<file path="config.mk">
export PLATFORM = sky130hd
export DESIGN_NAME = cfg_port_access
export DESIGN_NICKNAME = d
export VERILOG_FILES = /design/src/verilog/cfg_access_pkg.sv /design/src/verilog/cfg_reg_cell.sv /design/src/verilog/cfg_port_access.sv
export SDC_FILE = /design/constraint.sdc
export NUM_CORES = 1
export LEC_CHECK = 0
export BUFFER_PORTS_ARGS = -buffer_cell sky130_fd_sc_hd__buf_2
export CAP_MARGIN = 20
export CORE_ASPECT_RATIO = 0.8
export CORE_MARGIN = 5
export CORE_UTILIZATION = 50
export DETAILED_ROUTE_END_ITERATION = 6
export GPL_ROUTABILITY_DRIVEN = 0
export MAX_ROUTING_LAYER = met4
export PLACE_DENSITY = 0.72
export SLEW_MARGIN = 0
export SYNTH_ARGS = -nofsm -noshare
export SYNTH_HDL_FRONTEND = slang
export SYNTH_SLANG_ARGS = --single-unit
</file>
<file path="constraint.sdc">
create_clock -name clk_sys -period 16.3 [get_ports clk_sys]
set_input_delay 1.63 -clock clk_sys [delete_from_list [all_inputs] [get_ports clk_sys]]
set_output_delay 1.63 -clock clk_sys [all_outputs]
set_load 0.02 [all_outputs]
</file>
<file path="src/verilog/cfg_access_pkg.sv">
// Constants for the configuration port unlock and register bank
package cfg_access_pkg;
    localparam int ADDR_W = 10;
    localparam int NUM_REGS = 42;
    localparam logic [9:0] BASE_STRAP_LOW = 10'h3F0;
    localparam logic [9:0] BASE_STRAP_HIGH = 10'h370;
    localparam logic [7:0] KEY_UNLOCK = 8'h55;
    localparam logic [7:0] KEY_EXIT = 8'hAA;
    localparam logic [7:0] LAST_REG = 8'h29;
    localparam logic [7:0] INDEX_RESET = 8'h00;
    localparam logic [7:0] READ_IDLE = 8'h00;
    localparam int IDX_DEV_ID = 13;
    localparam int IDX_DEV_REV = 14;
    localparam logic STRAP_RESET = 1'b0;
    // Power-up values of the configuration registers except 13 and 14 (DEV_ID, DEV_REV), by register number
    localparam logic [7:0] CFG_DEFAULT [0:NUM_REGS-1] = '{
        8'h28, 8'h9C, 8'h88, 8'h78, 8'h00, 8'h00, 8'hFF, 8'h00,
        8'h00, 8'h00, 8'h00, 8'h00, 8'h00, 8'h00, 8'h00, 8'h00,
        8'h00, 8'h00, 8'h00, 8'h00, 8'h00, 8'h00, 8'h00, 8'h00,
        8'h00, 8'h00, 8'h00, 8'h00, 8'h00, 8'h00, 8'h3C, 8'h00,
        8'h3C, 8'h3C, 8'h3D, 8'h00, 8'h00, 8'h00, 8'h00, 8'h00,
        8'h00, 8'h00
    };
    typedef enum logic [1:0] {
        ST_LOCKED = 2'b00,
        ST_ARMED = 2'b01,
        ST_CONFIG = 2'b10
    } unlock_state_t;
endpackage

</file>
<file path="src/verilog/cfg_reg_cell.sv">
// One configuration register byte, set to RESET_VAL only by power-on reset
`timescale 1ns/100ps
`default_nettype none
module cfg_reg_cell #(
    parameter logic [7:0] RESET_VAL = 8'h00,
    parameter bit WRITABLE = 1'b1
) (
    input wire logic clk_sys,
    input wire logic por,
    input wire logic wr_en,
    input wire logic [7:0] wr_data,
    output logic [7:0] value
);
    logic [7:0] value_q;
    logic [7:0] value_d;

    // Next value: take host data on a qualified write
    always_comb begin
        value_d = value_q;
        if (WRITABLE && wr_en) begin
            value_d = wr_data;
        end
    end

    // Storage survives hardware reset; only power-on restores default
    always_ff @(posedge clk_sys or posedge por) begin
        if (por) begin
            value_q <= RESET_VAL;
        end else begin
            value_q <= value_d;
        end
    end

    assign value = value_q;
endmodule
`default_nettype wire

</file>
<file path="src/verilog/cfg_port_access.sv">
// Configuration index/data port pair with key-sequence unlock
// Contract
// - Strap latched at reset release picks base 3F0H (low) or 370H (high).
// - After power-up the block runs defaults; after hardware reset it stays outside configuration mode.
// - Two back-to-back writes of 55H to index port enter configuration mode.
// - Any other write between the two unlock writes aborts the sequence.
// - In configuration mode index selects register 0-29H reached at data port.
// - Writing AAH to index port in configuration mode locks access again.
// - Registers load defaults at power-up and survive hardware reset.
`timescale 1ns/100ps
`default_nettype none
module cfg_port_access #(
    parameter logic [7:0] DEV_ID = 8'h5A, // Arbitrary identification value
    parameter logic [7:0] DEV_REV = 8'h01 // Arbitrary revision value
) (
    input wire logic clk_sys,
    input wire logic rst,
    input wire logic por,
    input wire logic modem_handshake_strap_pin,
    input wire logic io_wr_stb,
    input wire logic io_rd_stb,
    input wire logic [cfg_access_pkg::ADDR_W-1:0] io_addr,
    input wire logic [7:0] io_wdata,
    output logic [7:0] io_rdata,
    output logic io_rd_ack,
    output logic config_mode,
    output logic base_is_high,
    output logic [cfg_access_pkg::NUM_REGS*8-1:0] config_regs
);
    import cfg_access_pkg::*;

    logic strap_s1_q;
    logic strap_s2_q;
    logic rst_seen_q;
    logic rst_seen_d;
    logic strap_q;
    logic strap_d;
    unlock_state_t state_q;
    unlock_state_t state_d;
    logic [7:0] index_q;
    logic [7:0] index_d;
    logic [7:0] rdata_q;
    logic [7:0] rdata_d;
    logic rd_ack_q;
    logic rd_ack_d;
    logic [9:0] index_addr;
    logic [9:0] data_addr;
    logic idx_hit;
    logic data_hit;
    logic cfg_mode;
    logic cfg_wr;
    logic [NUM_REGS-1:0][7:0] cfg_q;
    logic [7:0] rd_mux;

    // Strap pin synchroniser; runs through reset so the pin level is settled at release
    always_ff @(posedge clk_sys) begin
        strap_s1_q <= modem_handshake_strap_pin;
        strap_s2_q <= strap_s1_q; // Only this stage is read
    end

    // Catch the strap on the first edge after reset release
    always_comb begin
        rst_seen_d = 1'b0;
        strap_d = strap_q;
        if (rst_seen_q) begin
            strap_d = strap_s2_q;
        end
    end

    always_ff @(posedge clk_sys or posedge rst) begin
        if (rst) begin
            rst_seen_q <= 1'b1;
            strap_q <= STRAP_RESET;
        end else begin
            rst_seen_q <= rst_seen_d;
            strap_q <= strap_d;
        end
    end

    // Port pair decode from the latched strap
    assign index_addr = strap_q ? BASE_STRAP_HIGH : BASE_STRAP_LOW;
    assign data_addr = index_addr + 10'h001;
    assign idx_hit = (io_addr == index_addr);
    assign data_hit = (io_addr == data_addr);
    assign cfg_mode = (state_q == ST_CONFIG);
    assign cfg_wr = cfg_mode && io_wr_stb && data_hit && (index_q <= LAST_REG);

    // Unlock sequencer and index register
    always_comb begin
        state_d = state_q;
        index_d = index_q;
        case (state_q)
            ST_LOCKED: begin
                if (io_wr_stb && idx_hit && io_wdata == KEY_UNLOCK) begin
                    state_d = ST_ARMED;
                end
            end
            ST_ARMED: begin
                if (io_wr_stb) begin
                    if (idx_hit && io_wdata == KEY_UNLOCK) begin
                        state_d = ST_CONFIG;
                    end else begin
                        state_d = ST_LOCKED;
                    end
                end
            end
            ST_CONFIG: begin
                if (io_wr_stb && idx_hit) begin
                    if (io_wdata == KEY_EXIT) begin
                        state_d = ST_LOCKED;
                    end else begin
                        index_d = io_wdata;
                    end
                end
            end
            default: begin
                state_d = ST_LOCKED;
            end
        endcase
    end

    // Hardware reset drops back to locked; register contents are untouched
    always_ff @(posedge clk_sys or posedge rst) begin
        if (rst) begin
            state_q <= ST_LOCKED;
            index_q <= INDEX_RESET;
        end else begin
            state_q <= state_d;
            index_q <= index_d;
        end
    end

    // Configuration register bank, one cell per register number
    for (genvar i = 0; i < NUM_REGS; i++) begin : g_cell
        localparam logic [7:0] RV = (i == IDX_DEV_ID) ? DEV_ID :
            (i == IDX_DEV_REV) ? DEV_REV : CFG_DEFAULT[i];
        cfg_reg_cell #(
            .RESET_VAL(RV),
            .WRITABLE((i != IDX_DEV_ID) && (i != IDX_DEV_REV))
        ) u_cell (
            .clk_sys(clk_sys),
            .por(por),
            .wr_en(cfg_wr && (index_q == 8'(i))),
            .wr_data(io_wdata),
            .value(cfg_q[i])
        );
        assign config_regs[i*8 +: 8] = cfg_q[i];
    end

    // Read mux: register behind the index, zero beyond the last one
    assign rd_mux = (index_q <= LAST_REG) ? cfg_q[index_q[5:0]] : READ_IDLE;

    // Read answer one cycle after the strobe, only in configuration mode
    always_comb begin
        rd_ack_d = 1'b0;
        rdata_d = READ_IDLE;
        if (io_rd_stb && cfg_mode) begin
            if (data_hit) begin
                rd_ack_d = 1'b1;
                rdata_d = rd_mux;
            end else if (idx_hit) begin
                rd_ack_d = 1'b1;
                rdata_d = index_q;
            end
        end
    end

    always_ff @(posedge clk_sys or posedge rst) begin
        if (rst) begin
            rd_ack_q <= 1'b0;
            rdata_q <= READ_IDLE;
        end else begin
            rd_ack_q <= rd_ack_d;
            rdata_q <= rdata_d;
        end
    end

    assign io_rdata = rdata_q;
    assign io_rd_ack = rd_ack_q;
    assign config_mode = cfg_mode;
    assign base_is_high = strap_q;

    property p_strap_latch;
        @(posedge clk_sys) disable iff (rst)
        rst_seen_q |=> (strap_q == $past(modem_handshake_strap_pin, 3))
            ##1 $stable(strap_q) ##1 $stable(strap_q);
    endproperty
    a_strap_latch: assert property (p_strap_latch) else $error("strap not latched");

    property p_locked_after_reset;
        @(posedge clk_sys) disable iff (rst)
        rst_seen_q |-> !cfg_mode ##1 !cfg_mode;
    endproperty
    a_locked_after_reset: assert property (p_locked_after_reset) else $error("unlocked");

    property p_enter_needs_keys;
        @(posedge clk_sys) disable iff (rst)
        $rose(cfg_mode) |-> $past(state_q) == ST_ARMED && $past(io_wr_stb)
            && $past(idx_hit) && $past(io_wdata) == KEY_UNLOCK;
    endproperty
    a_enter_needs_keys: assert property (p_enter_needs_keys) else $error("bad entry");

    property p_break_sequence;
        @(posedge clk_sys) disable iff (rst)
        (state_q == ST_ARMED && io_wr_stb && !(idx_hit && io_wdata == KEY_UNLOCK))
            |=> state_q == ST_LOCKED ##1 !cfg_mode;
    endproperty
    a_break_sequence: assert property (p_break_sequence) else $error("no abort");

    property p_data_write;
        @(posedge clk_sys) disable iff (rst || por)
        (cfg_wr && index_q != 8'(IDX_DEV_ID) && index_q != 8'(IDX_DEV_REV))
            |=> cfg_q[$past(index_q[5:0])] == $past(io_wdata);
    endproperty
    a_data_write: assert property (p_data_write) else $error("data write lost");

    property p_data_read;
        @(posedge clk_sys) disable iff (rst)
        (io_rd_stb && cfg_mode && data_hit) |=> io_rd_ack && io_rdata == $past(rd_mux);
    endproperty
    a_data_read: assert property (p_data_read) else $error("data read wrong");

    property p_exit;
        @(posedge clk_sys) disable iff (rst)
        (cfg_mode && io_wr_stb && idx_hit && io_wdata == KEY_EXIT)
            |=> !cfg_mode && $stable(index_q);
    endproperty
    a_exit: assert property (p_exit) else $error("exit failed");

    property p_keep_through_reset;
        @(posedge clk_sys) disable iff (por)
        rst |=> $stable(cfg_q);
    endproperty
    a_keep_through_reset: assert property (p_keep_through_reset) else $error("reset hit");

    property p_locked_no_write;
        @(posedge clk_sys) disable iff (rst || por)
        !cfg_mode |=> $stable(cfg_q);
    endproperty
    a_locked_no_write: assert property (p_locked_no_write) else $error("locked write");
endmodule
`default_nettype wire

</file>
==> results of run 1 <==
[layout make-up]
cell class	count	area (um^2)
flip-flops and latches	343	8630
multi-input cells	679	7110
repair buffers	370	1910
well taps	427	534
clock inverters	7	88.8
clock buffers	61	1160
fillers	2589	12800
inverters	8	37.5
diodes	3	7.51
[state kept, by name, indices dropped and copies added (netlist names)]
name,cells
base_is_high,1
g_cell.u_cell.value,320
index_q,8
io_rd_ack,1
io_rdata,8
rst_seen_q,1
state_q,2
strap_s1_q,1
strap_s2_q,1
[cell families (layout without fill, tap and decap cells)]
logic type	after synthesis	in the layout	share of synthesized area [%]
other	2	20	0.0463
XOR/XNOR	1	1	0.0540
multiplexers	431	431	33.9
buffers and inverters	108	446	3.34
AND/OR/NAND/NOR	150	150	5.85
AO/OA/AOI/OAI	80	80	3.63
flip-flops	343	343	53.2
[how the worst max path moves through the flow]
stage | endpoint | startpoint | depth (start not counted)
final | g_cell[33].u_cell.value[7]$_DFFE_PP0P_ | io_addr[7] | 6
after global routing | g_cell[3].u_cell.value[1]$_DFFE_PP0P_ | index_q[0]$_DFFE_PP0P_ | 5
after CTS | g_cell[17].u_cell.value[3]$_DFFE_PP0P_ | index_q[0]$_DFFE_PP0P_ | 5
after detailed placement | g_cell[33].u_cell.value[0]$_DFFE_PP0P_ | io_addr[7] | 6
after global placement | g_cell[22].u_cell.value[0]$_DFFE_PP0P_ | io_addr[7] | 6
after floorplan | g_cell[0].u_cell.value[0]$_DFFE_PP0P_ | por | 1
[worst max-delay path, stage by stage]
cell and delay [ps]:
sky130_fd_sc_hd__buf_2 100, sky130_fd_sc_hd__xor2_1 360, sky130_fd_sc_hd__nand4_1 420, sky130_fd_sc_hd__nor3_2 840, sky130_fd_sc_hd__and4_1 610, sky130_fd_sc_hd__mux2_2 390
[per-stage QoR]
| step | utilization (%) | setup WS (ps) | std cells | instance area, um^2 | power, mW |
|---|---|---|---|---|---|
| finish | 60.4 | 12370 | 1898 | 19500 | 1.76 |
| global route | 60.4 | 12170 | 1898 | 19500 | 1.81 |
| CTS | 60.3 | 12370 | 1894 | 19400 | 1.77 |
| detailed placement | 56.4 | 11900 | 1826 | 18200 | 0.912 |
| global placement | 56.4 | 12030 | 1826 | 18200 | 0.911 |
| floorplan | - | 5870 | 1130 | 16300 | 0.897 |
[placed cells by master, fill, tap and decap left out, types with 12 or more instances in the layout]
cell and instances:
sky130_fd_sc_hd__a211oi_1 13, sky130_fd_sc_hd__buf_2 354, sky130_fd_sc_hd__buf_4 15, sky130_fd_sc_hd__clkbuf_1 12, sky130_fd_sc_hd__clkbuf_16 39, sky130_fd_sc_hd__conb_1 17, sky130_fd_sc_hd__dfrtp_1 300, sky130_fd_sc_hd__dfstp_2 38
sky130_fd_sc_hd__mux2_2 334, sky130_fd_sc_hd__mux2i_1 36, sky130_fd_sc_hd__mux4_2 61, sky130_fd_sc_hd__nand2_1 38, sky130_fd_sc_hd__nor2_1 22, sky130_fd_sc_hd__o21ai_0 14
[where the power goes]
part | switching (mW) | total (mW) | internal [mW]
clock network | 0.350 | 0.867 | 0.518
logic | 0.0385 | 0.0442 | 0.00562
registers | 0.000376 | 0.853 | 0.853
total | 0.389 | 1.76 | 1.38
[per-layer routing]
metal	wire length [um]	vias up	global-route usage [%]
met4	1500	0	8.37
met2	24200	542	43.6
met5	0	-	-
li1	-	4799	-
met3	5740	85	10.4
met1	22800	6096	41.4
==> implementation parameters, run 1 <==
Parameter                              Value

Synth
  Synth Register Bits    343
  Share of synthesized area occupied by flip-flops and latches    53.2%
  Post-synth top flop    sky130_fd_sc_hd__dfrtp_1
  Leading cell types by count after synthesis    334 x sky130_fd_sc_hd__mux2_2, 303 x sky130_fd_sc_hd__dfrtp_1, 61 x sky130_fd_sc_hd__mux4_2
  Cell taking the most area after synthesis    sky130_fd_sc_hd__dfrtp_1
  Unique masters post-synth    66
  Gate count after technology mapping    1,115
  Top cells by area in the synthesized netlist    sky130_fd_sc_hd__dfrtp_1 47%, sky130_fd_sc_hd__mux2_2 23%, sky130_fd_sc_hd__mux4_2 8.5%, sky130_fd_sc_hd__dfstp_2 6.2%, sky130_fd_sc_hd__mux2i_1 2.2%
  Warning count from the yosys run    0
  Proportion of netlist area held by the largest area contributor    46.8%
  Async set or reset register ratio after synthesis    99.4%
  Count of flip-flops with a built-in enable after synthesis    0
  Synthesized area    16,200 um^2
  Synthesized area per cell    14.5 um^2
  Cell with the most instances after synthesis    sky130_fd_sc_hd__mux2_2

Global route
  Residual overflow from global routing    0
  First-pass GRT wire length    79,400 um
  Maximum number of pins on one net before global-route repair    88
  Antenna violations before repair    3
  Number of global-route vias before repair    11,800
  Total track usage    30.3%

Floorplanning
  Die Y-Extent    171 um
  FP Rows    59
  Std-Cell Core Area    32,300 um^2
  Die outline area    36,100 um^2
  Number of I/O pins    371
  Die X-Extent    211 um
  Starting utilization of the core area    50.3%

Pwr
  Total power per unit cell area    90.6 nW/um^2
  Leakage power    10.1 nW
  Worst vdd ir    0.0000685 V

Drt
  Wire length per cell after detailed routing    28.6 um
  Router iterations before antenna repair    5
  DRT iter0 DRCs    1,036
  WL final    54,200 um
  Avg Vias per Cell    6.07
  Final routed DRC violation total    0
  DRT antenna net count    0
  Via count    11,500

Clock network
  Number of sinks driven by the clock tree    343
  Clock root buffer    sky130_fd_sc_hd__clkbuf_16
  Quantity of hold-fixing buffers added after cts    0
  H-tree depth reported by CTS    2
  CTS Buf Count    37
  Clock slew at reported path FFs    60 ps
  Resized cells post-CTS    0
  Number of buffers added for setup after CTS    0
  Worst-case clock buffer depth    3
  Clock insertion delay at the later pin of the skew report    540 ps
  TritonCTS clock tree    yes

Critical path
  Destination of the worst register-to-register timing path    g_cell[17].u_cell.value[2]$_DFFE_PP0P_
  WP data required    16,710 ps
  Crit Path Category    in2reg
  Slack of the worst reg-to-reg path    12,420 ps
  Arr. time, crit path    4350 ps
  Worst Setup Start Kind    input pin
  Reg2Reg Depth    5
  Largest fanout on the critical path    12
  Reg2Reg Launch Point    index_q[0]$_DFFE_PP0P_
  Endpoint type of the worst setup path    flip-flop

Run status
  Status    complete, no violations

Final layout
  Share of layout cells above drive strength 1    60.8%
  Final net count    1,463
  Area growth from synthesis to layout    20.2%

STA
  Final setup fails    0
  Clock period minus final worst setup slack    3930 ps
  Final cycle utilization of the critical path    24.1%
  Post-route worst hold slack    338 ps
  Slew at the pin with the worst max-slew slack    1130 ps
  Clock tree skew after final layout    19.3 ps
  Max Clk Rate    254 MHz
  Final-report max-slew violation count    0
  Final setup TNS    0 ps
  Tightest slew margin relative to the limit    24.2%
  Final hold vios    0
  Setup repair after global routing missed its margin    false

Hold path
  Worst hold endpoint    strap_s2_q$_DFF_P_
  Hold Crit Class    reg2reg
  Worst hold path depth    0
  Hold Startpoint    strap_s1_q$_DFF_P_

Placement
  Number of buffer cells added on primary ports    354
  Sum of net half-perimeters after detailed placement    37,400 um

Job
  Max-cap violations    0
(Power assumes the default switching activity.)
==> run 2, diff against run 1 <==
==> constraint.sdc (replaced) <==
create_clock -name clk_sys -period 3.7 [get_ports clk_sys]
set_input_delay 0.37 -clock clk_sys [delete_from_list [all_inputs] [get_ports clk_sys]]
set_output_delay 0.37 -clock clk_sys [all_outputs]
set_load 0.02 [all_outputs]
==> run 2 against run 1 <==
Hold slack got worse by 290 ps. Clock skew decreased by 7.6 ps. Largest power group unchanged. Wire length grew 0.27%. Largest cell class unchanged. Sequential share of layout area shrank 0.46 points. Combinational power grew to 4.5 times the previous value. Critical path type is now reg2reg.
==> implementation parameters, run 2 (same netlist as run 1, synthesis figures left out) <==
Parameter                              Value

Run status
  Status    complete, no violations

Clock network
  Number of buffers added for setup after CTS    0
  H-tree depth reported by CTS    2
  Clock insertion delay at the later pin of the skew report    530 ps
  Clock root buffer    sky130_fd_sc_hd__clkbuf_16
  CTS Buf Count    37
  Worst-case clock buffer depth    3
  Clock slew at reported path FFs    60 ps
  Number of sinks driven by the clock tree    343
  TritonCTS clock tree    yes

Placement
  Cell total after placement    1,847
  Number of buffer cells added on primary ports    354
  Sum of net half-perimeters after detailed placement    37,900 um

Global route
  First-pass GRT wire length    79,600 um
  Maximum number of pins on one net before global-route repair    152
  Number of global-route vias before repair    11,800
  Total track usage    30.5%
  Antenna violations before repair    1
  Residual overflow from global routing    0

Final layout
  Multi-input gate area    7110 um^2
  Number of standard cells in the final layout excluding fillers    1,918
  Fill cell instance count of the final layout    2,592
  Leading cell type in the layout, fill and taps excluded    sky130_fd_sc_hd__buf_2
  Final core utilization    61.0%
  Area growth from synthesis to layout    21.4%
  Number of flip-flops under the largest register name    320
  Share of layout cells above drive strength 1    61.6%
  Final net count    1,485
  Sequential Area    8630 um^2
  Leading cell types in the layout, fill and taps excluded    354 x sky130_fd_sc_hd__buf_2, 334 x sky130_fd_sc_hd__mux2_2, 300 x sky130_fd_sc_hd__dfrtp_1

Hold path
  Hold Crit Class    in2async

Critical path
  Worst Setup Start Kind    flip-flop
  Crit Path Category    reg2reg
  Largest fanout on the critical path    46
  Arr. time, crit path    3540 ps
  Slack of the worst reg-to-reg path    570 ps
  WP data required    4110 ps
  Endpoint type of the worst setup path    flip-flop

Floorplanning
  Die X-Extent    211 um
  Number of I/O pins    371
  Starting utilization of the core area    50.3%
  Die Y-Extent    171 um
  Std-Cell Core Area    32,300 um^2
  Die outline area    36,100 um^2
  FP Rows    59

STA
  Setup repair after global routing missed its margin    false
  Final setup fails    0
  Final cycle utilization of the critical path    84.7%
  Max Clk Rate    319 MHz
  Clock tree skew after final layout    11.7 ps
  Tightest slew margin relative to the limit    25.2%
  Final-report max-slew violation count    0
  Clock period minus final worst setup slack    3130 ps
  Slew at the pin with the worst max-slew slack    1110 ps
  Final hold vios    0

Drt
  Router iterations before antenna repair    7
  WL final    54,400 um
  DRT iter0 DRCs    1,014
  Via count    11,700
  DRT antenna net count    0
  Final routed DRC violation total    0
  Avg Vias per Cell    6.09
  Wire length per cell after detailed routing    28.4 um

Pwr
  Worst vdd ir    0.000416 V
  Total power per unit cell area    395 nW/um^2
  Leakage power    10.2 nW

Job
  Max-cap violations    0
run 2: changes by cell type in the layout (fill, tap and decap cells not counted), sizes merged:
| cell | previous run | this run |
|---|---|---|
| clkinvlp | 0 | 1 |
| clkbuf | 61 | 59 |
| buf | 370 | 390 |
| inv | 9 | 8 |
| dlygate4sd3 | 0 | 2 |
| clkinv | 4 | 7 |
| diode | 3 | 1 |
| bufinv | 2 | 1 |
run 2: layer usage:
metal,GRT usage [%],up-vias,wire length (um)
met5,-,-,0
met1,44.2,6166,23900
met4,7.19,0,1220
met3,6.60,93,4820
met2,44.5,583,24400
li1,-,4835,-
run 2: per-stage QoR:
step / setup slack (ps) / hold WS [ps] / setup TNS, ps / area [um^2] / power [mW]
6_report: 565 / 44.0 / 0 / 19700 / 7.77
5_1_grt: 518 / 102 / 0 / 19700 / 7.99
4_1_cts: 623 / 36.7 / 0 / 19700 / 7.83
3_5_place_dp: 629 / 312 / 0 / 18400 / 4.03
3_3_place_gp: 632 / 318 / 0 / 18400 / 4.02
2_1_floorplan: -907 / 310 / -256570 / 16300 / 3.95
run 2: critical path: stages, from the launching register on:
cell and delay (ps):
sky130_fd_sc_hd__dfrtp_4 770, sky130_fd_sc_hd__nor4bb_1 1040, sky130_fd_sc_hd__nand2_1 710, sky130_fd_sc_hd__mux2_2 470
run 2: final cells by class:
cell class                 instances  share of cell area (%)
multi-input combinational        679                    36.1
timing repair buffer             392                    10.7
clock inverter                     9                   0.413
sequential                       343                    43.8
antenna                            1                  0.0127
inverter                           8                   0.172
clock buffer                      59                    6.05
tap                              427                    2.71
run 2: report_power, final:
| part | switching, mW | internal [mW] | total, mW | leakage [nW] |
|---|---|---|---|---|
| logic | 0.172 | 0.0286 | 0.201 | 4.95 |
| registers | 0.00130 | 3.76 | 3.76 | 4.64 |
| clock network | 1.53 | 2.28 | 3.82 | 0.635 |
| total | 1.70 | 6.07 | 7.77 | 10.2 |
run 2: worst paths after layout:
check,startpoint,end,cells after the start
max reg2reg,index_q[0]$_DFFE_PP0P_,g_cell[28].u_cell.value[2]$_DFFE_PP0P_,3
min reg2reg,strap_s1_q$_DFF_P_,strap_s2_q$_DFF_P_,0
max in group asynchronous,por,g_cell[23].u_cell.value[4]$_DFFE_PP0P_,4
min,rst,base_is_high$_DFFE_PP0P_,2
max,index_q[0]$_DFFE_PP0P_,g_cell[28].u_cell.value[2]$_DFFE_PP0P_,3
min in group clk_sys,io_wr_stb,state_q[0]$_DFFE_PP0P_,3
run 2: repair_timing:
item | CTS | global route
hold buffers | 2 | 0
resized for setup | 0 | 0
endpoints found under the hold margin | 3 | 0
